--- src/verilog/pcr_pkg.sv ---
// constants, types and helper functions shared by both ends of the
// parallel configuration link.
// assumes a single 20 MHz core clock on each end.
//
// Overview of operation
// word ratio 1, 4 secure, 8 decompressing
// host clocks ratio times per word
// host adds ratio-1 clocks after last word
// narrow modes use low data lanes
// user mode lines high; request low restarts
// status held low through power-on delay
// done held low until reception ends
// host pauses only with clock low
// data valid before resuming rising edge
// host sends the whole image
// done released after all words received
// host gives two falling edges after done
// host keeps driving clock after finish; the code holds config_clock low in H_FINISH
// init pin low until init, if enabled
// word sampled on first rising edge
// status low flags reception error
package pcr_pkg;

    typedef enum logic [1:0] {PCR_W8, PCR_W16, PCR_W32} pcr_width_type;

    // ****************************************************************
    // timing
    // ****************************************************************
    localparam int CLK_PERIOD_NS   = 50;
    localparam int POR_TIME_NS     = 100000;
    localparam int POR_CYCLES      = (POR_TIME_NS + CLK_PERIOD_NS - 1) / CLK_PERIOD_NS;
    localparam int NCFG_LOW_NS     = 2000;
    localparam int NCFG_LOW_CYCLES = (NCFG_LOW_NS + CLK_PERIOD_NS - 1) / CLK_PERIOD_NS;
    localparam int LINK_HALF_CYCLES = 4;
    localparam int INIT_FALL_EDGES = 2;

    // ****************************************************************
    // ratios, image layout, lanes
    // ****************************************************************
    localparam logic [3:0]  RATIO_PLAIN  = 4'h1;
    localparam logic [3:0]  RATIO_SECURE = 4'h4;
    localparam logic [3:0]  RATIO_DECOMP = 4'h8;
    localparam logic [31:0] SYNC_WORD    = 32'h5ac3_3ca5;
    localparam int          SYNC_WORD_IDX   = 0;
    localparam int          OPTION_WORD_IDX = 1;
    localparam int          OPTION_INIT_BIT = 0;
    localparam logic [31:0] MASK_W8  = 32'h0000_00ff;
    localparam logic [31:0] MASK_W16 = 32'h0000_ffff;
    localparam logic [31:0] MASK_W32 = 32'hffff_ffff;

    // clocks per word; only the 32-bit mode spends extra clocks
    function automatic logic [3:0] ratio_of(input pcr_width_type w, input logic decomp, input logic sec);
        if (w != PCR_W32)
            return RATIO_PLAIN;
        if (decomp)
            return RATIO_DECOMP;
        if (sec)
            return RATIO_SECURE;
        return RATIO_PLAIN;
    endfunction

    function automatic logic [31:0] lane_mask(input pcr_width_type w);
        case (w)
            PCR_W8:  return MASK_W8;
            PCR_W16: return MASK_W16;
            default: return MASK_W32;
        endcase
    endfunction

endpackage
--- src/verilog/pcr_link_if.sv ---
// the configuration link pins between host and device.
// assumes pull-ups on status, done and init lines; open-drain ends pull low.
`timescale 1ns/10ps
interface pcr_link_if;
    logic        config_clock;
    logic [31:0] data;
    logic        reconfig_req_n;
    logic        status_n_o;
    logic        status_n_oe;
    logic        done_o;
    logic        done_oe;
    logic        init_complete_o;
    logic        init_complete_oe;
    logic        status_n;
    logic        cfg_done;
    logic        init_complete;

    // pulled up unless the device drives
    assign status_n      = status_n_oe ? status_n_o : 1'b1;
    assign cfg_done      = done_oe ? done_o : 1'b1;
    assign init_complete = init_complete_oe ? init_complete_o : 1'b1;

    modport device (
        input  config_clock, data, reconfig_req_n,
        output status_n_o, status_n_oe, done_o, done_oe, init_complete_o, init_complete_oe,
        input  status_n, cfg_done, init_complete
    );
    modport host (
        output config_clock, data, reconfig_req_n,
        input  status_n, cfg_done, init_complete
    );
endinterface

--- src/verilog/pcr_device.sv ---
// device end of the fast_passive_parallel_load link: samples the host's
// config_clock and data, reports progress on open-drain lines.
// assumes the link pins are asynchronous to core_clk and the link clock
// runs well below a quarter of core_clk.
`timescale 1ns/10ps
module pcr_device #(
    parameter int IMAGE_WORDS = 16
) (
    input  wire logic                   core_clk,
    input  wire logic                   sys_rst,
    pcr_link_if.device                  link,
    input  wire pcr_pkg::pcr_width_type width_sel,
    input  wire logic                   decomp_en,
    input  wire logic                   security_en,
    output logic [31:0]                 word_data,
    output logic                        word_valid,
    output logic                        user_mode,
    output logic                        cfg_error
);
    import pcr_pkg::*;

    localparam int CW = $clog2(IMAGE_WORDS + 1);

    typedef enum logic [2:0] {ST_POR, ST_CLEAR, ST_LOAD, ST_ERROR, ST_INIT, ST_USER} pcr_dev_state_type;

    // ****************************************************************
    // pin synchronisers
    // ****************************************************************
    logic [1:0]  config_clock_sync_reg;
    logic        config_clock_hist_reg;
    logic [1:0]  ncfg_sync_reg;
    logic [31:0] data_meta_reg;
    logic [31:0] data_sync_reg;

    always_ff @(posedge core_clk) begin
        if (sys_rst) begin
            config_clock_sync_reg <= 2'h0;
            config_clock_hist_reg <= 1'b0;
            ncfg_sync_reg <= 2'h3;
            data_meta_reg <= 32'h0000_0000;
            data_sync_reg <= 32'h0000_0000;
        end else begin
            config_clock_sync_reg <= {config_clock_sync_reg[0], link.config_clock};
            config_clock_hist_reg <= config_clock_sync_reg[1];
            ncfg_sync_reg <= {ncfg_sync_reg[0], link.reconfig_req_n};
            data_meta_reg <= link.data;
            data_sync_reg <= data_meta_reg;
        end
    end

    // data is stable before the rising edge, so the synchronised word is
    // taken in the same cycle the synchronised edge shows up
    wire config_clock_rise = config_clock_sync_reg[1] & ~config_clock_hist_reg;
    wire config_clock_fall = ~config_clock_sync_reg[1] & config_clock_hist_reg;
    wire ncfg_low  = ~ncfg_sync_reg[1];

    // ****************************************************************
    // state
    // ****************************************************************
    pcr_dev_state_type state_reg, state_next;
    logic [$clog2(POR_CYCLES)-1:0] por_cnt_reg, por_cnt_next;
    logic [3:0]  ratio_reg, ratio_next;
    logic [31:0] mask_reg, mask_next;
    logic [3:0]  phase_reg, phase_next;
    logic [CW-1:0] word_cnt_reg, word_cnt_next;
    logic [1:0]  fall_cnt_reg, fall_cnt_next;
    logic        init_opt_reg, init_opt_next;
    logic        status_drive_reg, status_drive_next;
    logic        done_drive_reg, done_drive_next;
    logic        init_drive_reg, init_drive_next;
    logic [31:0] word_data_reg, word_data_next;
    logic        word_valid_reg, word_valid_next;
    logic        user_mode_reg, user_mode_next;
    logic        error_reg, error_next;

    // ****************************************************************
    // decode
    // ****************************************************************
    wire           in_load     = (state_reg == ST_LOAD);
    wire           group_start = (phase_reg == 4'h0);
    wire           phase_wrap  = (phase_reg == ratio_reg - 4'h1);
    wire [3:0]     phase_step  = phase_wrap ? 4'h0 : phase_reg + 4'h1;
    wire           capture     = in_load & config_clock_rise & group_start
                                 & (word_cnt_reg != CW'(IMAGE_WORDS));
    wire [31:0]    captured    = data_sync_reg & mask_reg;
    wire [CW-1:0]  words_after = word_cnt_reg + CW'(capture);
    wire           is_sync_idx = (word_cnt_reg == CW'(SYNC_WORD_IDX));
    wire           is_opt_idx  = (word_cnt_reg == CW'(OPTION_WORD_IDX));
    wire           sync_bad    = capture & is_sync_idx & (captured != (SYNC_WORD & mask_reg));
    // the last word's group must run out before done is released, which
    // uses the ratio-1 trailing clocks the host keeps sending
    wire           image_end   = (words_after == CW'(IMAGE_WORDS)) & (phase_step == 4'h0);

    // ****************************************************************
    // next state
    // ****************************************************************
    always_comb begin
        state_next        = state_reg;
        por_cnt_next      = por_cnt_reg;
        ratio_next        = ratio_reg;
        mask_next         = mask_reg;
        phase_next        = phase_reg;
        word_cnt_next     = word_cnt_reg;
        fall_cnt_next     = fall_cnt_reg;
        init_opt_next     = init_opt_reg;
        status_drive_next = status_drive_reg;
        done_drive_next   = done_drive_reg;
        init_drive_next   = init_drive_reg;
        word_data_next    = capture ? captured : word_data_reg;
        word_valid_next   = capture;
        user_mode_next    = user_mode_reg;
        error_next        = error_reg;
        case (state_reg)
            ST_POR: begin
                status_drive_next = 1'b1;
                done_drive_next   = 1'b1;
                if (por_cnt_reg == ($clog2(POR_CYCLES))'(POR_CYCLES - 1)) begin
                    state_next = ST_CLEAR;
                end else begin
                    por_cnt_next = por_cnt_reg + 1'b1;
                end
            end
            ST_CLEAR: begin
                status_drive_next = 1'b1;
                done_drive_next   = 1'b1;
                init_drive_next   = 1'b0;
                init_opt_next     = 1'b0;
                user_mode_next    = 1'b0;
                error_next        = 1'b0;
                ratio_next        = ratio_of(width_sel, decomp_en, security_en);
                mask_next         = lane_mask(width_sel);
                phase_next        = 4'h0;
                word_cnt_next     = '0;
                fall_cnt_next     = 2'h0;
                if (!ncfg_low) begin
                    state_next        = ST_LOAD;
                    status_drive_next = 1'b0;
                end
            end
            ST_LOAD: begin
                if (config_clock_rise) begin
                    phase_next    = phase_step;
                    word_cnt_next = words_after;
                    if (capture && is_opt_idx) begin
                        init_opt_next   = captured[OPTION_INIT_BIT];
                        init_drive_next = captured[OPTION_INIT_BIT];
                    end
                    if (sync_bad) begin
                        state_next        = ST_ERROR;
                        status_drive_next = 1'b1;
                        error_next        = 1'b1;
                    end else if (image_end) begin
                        state_next      = ST_INIT;
                        done_drive_next = 1'b0;
                    end
                end
            end
            ST_ERROR: begin
                status_drive_next = 1'b1;
            end
            ST_INIT: begin
                if (config_clock_fall) begin
                    fall_cnt_next = fall_cnt_reg + 2'h1;
                    if (fall_cnt_reg == 2'(INIT_FALL_EDGES - 1)) begin
                        state_next      = ST_USER;
                        init_drive_next = 1'b0;
                        user_mode_next  = 1'b1;
                    end
                end
            end
            ST_USER: begin
                user_mode_next = 1'b1;
            end
            default: begin
                state_next = ST_POR;
            end
        endcase
        // a low request restarts from any state once power-on is over
        if (state_reg != ST_POR && ncfg_low) begin
            state_next        = ST_CLEAR;
            status_drive_next = 1'b1;
            done_drive_next   = 1'b1;
            init_drive_next   = 1'b0;
            user_mode_next    = 1'b0;
            word_valid_next   = 1'b0;
        end
    end

    // ****************************************************************
    // registers
    // ****************************************************************
    always_ff @(posedge core_clk) begin
        if (sys_rst) begin
            state_reg        <= ST_POR;
            por_cnt_reg      <= '0;
            ratio_reg        <= RATIO_PLAIN;
            mask_reg         <= MASK_W32;
            phase_reg        <= 4'h0;
            word_cnt_reg     <= '0;
            fall_cnt_reg     <= 2'h0;
            init_opt_reg     <= 1'b0;
            status_drive_reg <= 1'b1;
            done_drive_reg   <= 1'b1;
            init_drive_reg   <= 1'b0;
            word_data_reg    <= 32'h0000_0000;
            word_valid_reg   <= 1'b0;
            user_mode_reg    <= 1'b0;
            error_reg        <= 1'b0;
        end else begin
            state_reg        <= state_next;
            por_cnt_reg      <= por_cnt_next;
            ratio_reg        <= ratio_next;
            mask_reg         <= mask_next;
            phase_reg        <= phase_next;
            word_cnt_reg     <= word_cnt_next;
            fall_cnt_reg     <= fall_cnt_next;
            init_opt_reg     <= init_opt_next;
            status_drive_reg <= status_drive_next;
            done_drive_reg   <= done_drive_next;
            init_drive_reg   <= init_drive_next;
            word_data_reg    <= word_data_next;
            word_valid_reg   <= word_valid_next;
            user_mode_reg    <= user_mode_next;
            error_reg        <= error_next;
        end
    end

    // ****************************************************************
    // outputs
    // ****************************************************************
    // open-drain lines only ever pull low; the pull-up gives the high
    assign link.status_n_o       = 1'b0;
    assign link.status_n_oe      = status_drive_reg;
    assign link.done_o           = 1'b0;
    assign link.done_oe          = done_drive_reg;
    assign link.init_complete_o  = 1'b0;
    assign link.init_complete_oe = init_drive_reg;
    assign word_data             = word_data_reg;
    assign word_valid            = word_valid_reg;
    assign user_mode             = user_mode_reg;
    assign cfg_error             = error_reg;

endmodule // pcr_device

--- src/flat_wrapper.sv ---
// flat-port wrapper written by rule: the top's interface ports become plain ports
module pcr_device_flat import pcr_pkg::*;
#(
    parameter int IMAGE_WORDS = 16
)
  (core_clk, sys_rst, width_sel, decomp_en, security_en, word_data, word_valid, user_mode, cfg_error, link_config_clock, link_data, link_reconfig_req_n, link_status_n_o, link_status_n_oe, link_done_o, link_done_oe, link_init_complete_o, link_init_complete_oe);
  pcr_link_if link_i ();
  input  wire logic core_clk;
  input  wire logic sys_rst;
  input  wire pcr_pkg::pcr_width_type width_sel;
  input  wire logic decomp_en;
  input  wire logic security_en;
  output logic [31:0] word_data;
  output logic word_valid;
  output logic user_mode;
  output logic cfg_error;
  input wire logic [$bits(link_i.config_clock)-1:0] link_config_clock;
  input wire logic [$bits(link_i.data)-1:0] link_data;
  input wire logic [$bits(link_i.reconfig_req_n)-1:0] link_reconfig_req_n;
  output wire logic [$bits(link_i.status_n_o)-1:0] link_status_n_o;
  output wire logic [$bits(link_i.status_n_oe)-1:0] link_status_n_oe;
  output wire logic [$bits(link_i.done_o)-1:0] link_done_o;
  output wire logic [$bits(link_i.done_oe)-1:0] link_done_oe;
  output wire logic [$bits(link_i.init_complete_o)-1:0] link_init_complete_o;
  output wire logic [$bits(link_i.init_complete_oe)-1:0] link_init_complete_oe;
  assign link_i.config_clock = link_config_clock;
  assign link_i.data = link_data;
  assign link_i.reconfig_req_n = link_reconfig_req_n;
  assign link_status_n_o = link_i.status_n_o;
  assign link_status_n_oe = link_i.status_n_oe;
  assign link_done_o = link_i.done_o;
  assign link_done_oe = link_i.done_oe;
  assign link_init_complete_o = link_i.init_complete_o;
  assign link_init_complete_oe = link_i.init_complete_oe;
  pcr_device #(.IMAGE_WORDS(IMAGE_WORDS)) u_core (.core_clk(core_clk), .sys_rst(sys_rst), .link(link_i), .width_sel(width_sel), .decomp_en(decomp_en), .security_en(security_en), .word_data(word_data), .word_valid(word_valid), .user_mode(user_mode), .cfg_error(cfg_error));
endmodule
--- config.mk ---
export PLATFORM = sky130hd
export DESIGN_NAME = pcr_device_flat
export DESIGN_NICKNAME = d
export VERILOG_FILES = /design/src/verilog/pcr_pkg.sv /design/src/verilog/pcr_link_if.sv /design/src/verilog/pcr_device.sv /design/src/flat_wrapper.sv
export SDC_FILE = /design/constraint.sdc
export NUM_CORES = 1
export LEC_CHECK = 0
export ABC_AREA = 0
export BUFFER_PORTS_ARGS = -buffer_cell sky130_fd_sc_hd__buf_2
export CAP_MARGIN = 15
export CORE_MARGIN = 2
export CORE_UTILIZATION = 41
export CTS_BUF_LIST = sky130_fd_sc_hd__clkbuf_16
export DETAILED_ROUTE_END_ITERATION = 8
export GPL_TIMING_DRIVEN = 1
export SLEW_MARGIN = 20
export SYNTH_ARGS = -nofsm -noshare
export SYNTH_HDL_FRONTEND = slang
export SYNTH_SLANG_ARGS = --single-unit
--- constraint.sdc ---
create_clock -name core_clk -period 5.1 [get_ports core_clk]
set_clock_uncertainty 0.1 [all_clocks]
set_input_delay 0.255 -clock core_clk [delete_from_list [all_inputs] [get_ports core_clk]]
set_output_delay 0.255 -clock core_clk [all_outputs]
set_load 0.02 [all_outputs]
==> results of run 1 <==
layer usage:
metal	part of all wire	vias up
li1	-	2027
met1	0.44	1806
met2	0.49	88
met3	0.046	14
met4	0.019	0
met5	0	-
placed cells by master, fill, tap and decap left out, types with 4 or more instances in the layout:
cell / Yosys / final
clkinvlp_4: 0 / 4
dlygate4sd3_1: 0 / 35
nor3_1: 7 / 7
dfxtp_1: 137 / 137
o21bai_1: 4 / 4
inv_1: 11 / 12
ha_1: 7 / 7
a21oi_1: 44 / 44
clkbuf_16: 0 / 17
nand3_1: 37 / 37
nor2_1: 31 / 31
buf_2: 3 / 76
xnor2_1: 6 / 6
nand4_1: 6 / 6
nand2_1: 63 / 63
nor2b_1: 74 / 74
xor2_1: 9 / 9
o21ai_0: 14 / 14
or3_1: 4 / 4
stage by stage:
step / worst slack, ns / cell area (um2)
after detailed placement: 1.48 / 5520
after global placement: 1.62 / 5520
after CTS: 1.45 / 6440
after floorplan: 2.28 / 5090
after global routing: 1.15 / 6440
final: 1.42 / 6440
how the worst min path moves through the flow:
stage                                 start                       to  slack, ns  cells past startpoint
detailed placement  u_core.ncfg_sync_reg[0]  u_core.ncfg_sync_reg[1]       0.29                      1
floorplan               link_reconfig_req_n  u_core.ncfg_sync_reg[0]       0.26                      1
finish                         width_sel[1]      u_core.mask_reg[30]       0.01                      3
global placement    u_core.ncfg_sync_reg[0]  u_core.ncfg_sync_reg[1]       0.29                      1
CTS                            width_sel[1]      u_core.mask_reg[30]      0.007                      3
global route                   width_sel[1]      u_core.mask_reg[30]       0.03                      3
timing repair:
action,4_1_cts,5_1_grt
hold buffers,35,0
endpoints found under the hold margin,35,0
resized for setup,0,0
cells by family after synthesis:
kind of cell,after synthesis,synth area share
buf+inv,46,0.0468
other cells,1,0.000738
flops,137,0.540
fa+ha+maj,7,0.0172
simple gates,253,0.266
xor+xnor,16,0.0303
compound gates,82,0.0970
mux,1,0.00197
critical path: stages, from the launching register on:
cell      delay (ns)
dfxtp_1         0.62
nor3b_4         0.14
and2_4          0.19
nand2_2         0.07
a21o_1          0.08
buf_4           0.34
clkinv_4        0.32
ha_1            0.31
ha_1            0.24
nor3b_1         0.19
a31oi_1         0.06
nor4_1          0.22
o21a_1          0.24
a41o_1          0.23
a311oi_2        0.13
power groups by stage:
| stage | registers, mW | clock network [mW] | logic [mW] |
|---|---|---|---|
| floorplan | 1.13 | 0 | 0.0414 |
| global placement | 1.13 | 0 | 0.0602 |
| detailed placement | 1.13 | 0 | 0.0612 |
| CTS | 1.11 | 1.21 | 0.0816 |
| global route | 1.11 | 1.26 | 0.0892 |
| finish | 1.11 | 1.18 | 0.0814 |
final cells by class:
class	instances	share of cell area
Clock inverter	15	0.0233
Inverter	12	0.00777
Timing Repair Buffer	114	0.117
Clock buffer	17	0.0660
Multi-Input combinational cell	362	0.328
Tap cell	168	0.0326
Sequential cell	137	0.426
==> summary.txt, run 1 <==
Floorplan
  – Die Height: 115 um
  – # IOs: 81
  – Die area: 13300 um2
  – Core footprint: 12100 um2
  – Die span in x: 115 um
  – Initial Utilization: 0.421
  – Row cnt: 40

Global routing
  – Met3 Resource Use GR: 0.0590
  – Final global-route overflow total: 0
  – Largest net degree at the start of global routing: 78
  – Met2 usage: 0.276
  – GR peak layer: met2
  – Initial antenna violation count: 0
  – Global-route wire length before repair: 17.4 mm
  – GRT met1 Usage: 0.200
  – Global Route Usage Sum: 0.171
  – Vias in the first global route: 3742

Pwr
  – Design Power: 2.37 mW
  – Leakage: 2.58 nW
  – Combinational share of power: 0.034
  – Switching share of power: 0.213
  – Reg power frac: 0.468
  – VDD IR-drop max: 0.251 mV
  – Clk pwr share: 0.497
  – Switching Power: 0.504 mW
  – P_int: 1.86 mW
  – P per Cell Area: 368 nW/um2

STA
  – Minimum clock period: 3.68 ns
  – Final setup viols: 0
  – Actual slew at the worst max-slew pin: 0.781 ns
  – Final hold vios: 0
  – Max-slew headroom: 0.478
  – RSZ-0062 raised after global routing: false
  – Tcrit/Tclk final: 0.721
  – Worst hold margin: 0.0134 ns
  – Max Freq: 272 MHz
  – Max Slew Vio Count: 0
  – Setup TNS: 0 ns

Setup path
  – R2R setup slack: 1.42 ns
  – Worst reg2reg startpoint: u_core.state_reg[2]
  – RR Endpoint: u_core.state_reg[1]
  – Required time of the worst setup path: 5.25 ns
  – Critical path peak fanout: 34
  – Setup CP Type: reg -> reg
  – Data arrival time of the worst path: 3.83 ns
  – Setup crit start: u_core.state_reg[2]
  – Reg2reg path depth: 14
  – Crit start category: register
  – Worst Setup EP: u_core.state_reg[1]
  – Worst setup EP type: register

CTS
  – Num CTS Buffers: 17
  – Clock Sinks: 137
  – Post-CTS setup buffer count: 0
  – CTS tree: done
  – Root buffer cell: clkbuf_16
  – Clk_lat worst skew: 0.41 ns
  – H-tree depth: 4
  – Clock tree buffer depth: 2
  – Clock transition at the registers of the reported paths: 0.06 ns

Layout
  – Non-Filler Instances: 825
  – P&R area growth vs syn: 26.7%
  – Final core utilization: 0.534
  – Filler cells: 1080
  – Nets: 691
  – Register area: 2740 um2
  – Layout cells sized above 1: 0.186
  – N_diodes: 0
  – Area of the multi-input gates: 2110 um2

Synth
  – Post-Syn Instances: 543
  – Number of enable flip-flop cells after synthesis: 0
  – Synth area leader: dfxtp_1
  – Top cell type's share of synthesized area: 0.540
  – Count leader, synth: dfxtp_1
  – Seq/Total Area, Yosys: 0.540
  – Top cells by count, synth: dfxtp_1, nor2b_1, nand2_1
  – Ranking of synthesized cells by area: dfxtp_1, nor2b_1, nand2_1
  – Syn Std Cell Area: 5080 um2
  – Ys async rst share: 0
  – FF+latch count, synth: 137
  – Primary FF master, synth: dfxtp_1
  – Synth Area per Inst: 9.36 um2
  – Yosys cell types: 55
  – Yosys warns: 0

Run status
  – Status: complete, no violations

Detailed routing
  – Iter 0 DRT Violations: 255
  – Drt wl/cell: 13.1 um
  – DRC viols: 0
  – Via-per-instance ratio: 4.77
  – Vias: 3935
  – First-pass detailed-route iteration total: 4
  – Total routed wirelength: 10.8 mm
  – Routed Antenna Nets: 0

Placed design
  – Inst Count DP: 758
  – Port-buffer cells: 77
  – DP HPWL: 7.05 mm
  – GP Congestion: 0.912

Run
  – Max-cap violations: 0

Worst hold path
  – Hold/Removal Path Class: in -> reg
(Power assumes the default switching activity.)
==> run 2: changes to the inputs <==
==> constraint.sdc (replaced) <==
create_clock -name core_clk -period 3.8 [get_ports core_clk]
set_clock_uncertainty 0.1 [all_clocks]
set_input_delay 0.19 -clock core_clk [delete_from_list [all_inputs] [get_ports core_clk]]
set_output_delay 0.19 -clock core_clk [all_outputs]
set_load 0.02 [all_outputs]
==> run 2 against run 1 <==
Net effect: critical path depth shrank 2; die area is the same; utilization grew 0.71 points; largest power group unchanged; power grew 38%; first-iteration DRC count grew 3.1%; non-clock buffer count grew 6; register-to-register slack lost 0.96 ns; sequential share of layout area shrank 0.56 points; sequential power grew 34%.
==> summary.txt, run 2 (synthesis gave the netlist of run 1 again) <==
Pwr
  – VDD IR-drop max: 0.337 mV
  – P per Cell Area: 502 nW/um2
  – Leakage: 2.62 nW

Floorplan
  – Row cnt: 40
  – Core footprint: 12100 um2
  – Initial Utilization: 0.421
  – Die Height: 115 um
  – Die area: 13300 um2
  – Die span in x: 115 um
  – # IOs: 81

CTS
  – Clock Sinks: 137
  – Clock transition at the registers of the reported paths: 0.06 ns
  – Clk_lat worst skew: 0.41 ns
  – Num CTS Buffers: 17
  – # resized after CTS: 0
  – H-tree depth: 4
  – Root buffer cell: clkbuf_16
  – Clock tree buffer depth: 2
  – CTS tree: done

Setup path
  – Crit start category: register
  – CP max stage delay: 0.49 ns
  – Crit path top cell by count: ha_1
  – Crit path cell chain: nor3b_4 -> and2_4 -> nand2_2 -> a21o_1 -> clkinv_4 -> ha_1 -> ha_1 -> a31oi_1 -> nor4_1 -> o21a_1 -> a41o_1 -> a311oi_2
  – Critical-path top delay cell: dfxtp_1
  – Critical path peak fanout: 33
  – Setup crit start: u_core.state_reg[1]
  – Data arrival time of the worst path: 3.51 ns
  – Worst setup EP type: register
  – Required time of the worst setup path: 3.97 ns
  – Worst reg2reg startpoint: u_core.state_reg[1]
  – Setup CP Type: reg -> reg

STA
  – Minimum clock period: 3.34 ns
  – Max-slew headroom: 0.574
  – Tcrit/Tclk final: 0.878
  – RSZ-0062 raised after global routing: false
  – Max Slew Vio Count: 0
  – Max Freq: 300 MHz
  – Actual slew at the worst max-slew pin: 0.639 ns
  – Setup TNS: 0 ns
  – Final setup viols: 0
  – Final hold vios: 0

Layout
  – P&R area growth vs syn: 28.4%
  – Non-Filler Instances: 831
  – Nets: 697
  – Final core utilization: 0.541
  – Filler cells: 1064
  – N_diodes: 0
  – Layout cells sized above 1: 0.186
  – Most frequent cells in the layout: dfxtp_1, buf_2, nor2b_1
  – Leading cell type in the layout, fill and taps excluded: dfxtp_1

Detailed routing
  – DRC viols: 0
  – Total routed wirelength: 10.9 mm
  – Iter 0 DRT Violations: 263
  – Via-per-instance ratio: 4.88
  – First-pass detailed-route iteration total: 5
  – Drt wl/cell: 13.1 um
  – Routed Antenna Nets: 0
  – Vias: 4052

Global routing
  – Vias in the first global route: 3844
  – Final global-route overflow total: 0
  – Largest net degree at the start of global routing: 65
  – Global-route wire length before repair: 17.9 mm
  – Initial antenna violation count: 0
  – Global Route Usage Sum: 0.174

Run status
  – Status: complete, no violations

Placed design
  – Inst Count DP: 761
  – DP HPWL: 7.10 mm
  – GP Congestion: 0.893
  – Port-buffer cells: 77

Worst hold path
  – Hold path start: sys_rst
  – Hold/Removal Path Class: in -> reg

Run
  – Max-cap violations: 0
==> run 2: worst max-delay path, delay by kind of cell, from the launching register on <==
family	cells	cell delay, ns
AOI/OAI and AO/OA	5	0.91
and+or+nand+nor	4	0.99
buffers and inverters	1	0.21
DFF	1	0.49
adders and majority gates	2	0.48
==> run 2: per-layer routing <==
metal / up-vias / track usage / share of wire
li1: 2035 / - / -
met1: 1883 / 0.207 / 0.44
met2: 118 / 0.292 / 0.49
met3: 16 / 0.0517 / 0.052
met4: 0 / 0.0731 / 0.017
met5: - / 0 / 0
==> run 2: final timing paths <==
kind | end | slack, ns | cells past startpoint
max | u_core.state_reg[1] | 0.46 | 12
min | u_core.fall_cnt_reg[1] | 0.03 | 2
max reg2reg | u_core.state_reg[1] | 0.46 | 12
min reg2reg | u_core.ncfg_sync_reg[1] | 0.31 | 1
==> run 2: where the power goes <==
part | switching (mW) | total [mW] | internal, mW | leakage [nW]
clock | 0.587 | 1.67 | 1.09 | 0.297
combinational | 0.0471 | 0.112 | 0.0651 | 1.21
sequential | 0.0148 | 1.49 | 1.47 | 1.12
==> run 2: stage by stage <==
| step | power [mW] | setup WS (ns) | area (um2) | hold slack, ns |
|---|---|---|---|---|
| 3_3_place_gp | 1.60 | 0.699 | 5540 | 0.273 |
| 3_5_place_dp | 1.60 | 0.524 | 5540 | 0.274 |
| 6_report | 3.27 | 0.464 | 6530 | 0.0291 |
| 5_1_grt | 3.39 | 0.289 | 6530 | 0.0477 |
| 4_1_cts | 3.31 | 0.501 | 6530 | 0.0156 |
| 2_1_floorplan | 1.57 | 0.975 | 5090 | 0.194 |
==> run 2: repair_timing <==
action,4_1_cts,5_1_grt
hold buffers,38,0
hold endpoints to repair,38,0
buffers inserted,0,0
==> run 2: final cells by class <==
type | count | area [um2] | area share
Clock buffer | 17 | 425 | 0.0652
Clock inverter | 15 | 183 | 0.0280
Inverter | 12 | 50.0 | 0.00767
Multi-Input combinational cell | 362 | 2110 | 0.323
Sequential cell | 137 | 2740 | 0.420
Tap cell | 168 | 210 | 0.0322
Timing Repair Buffer | 120 | 806 | 0.123
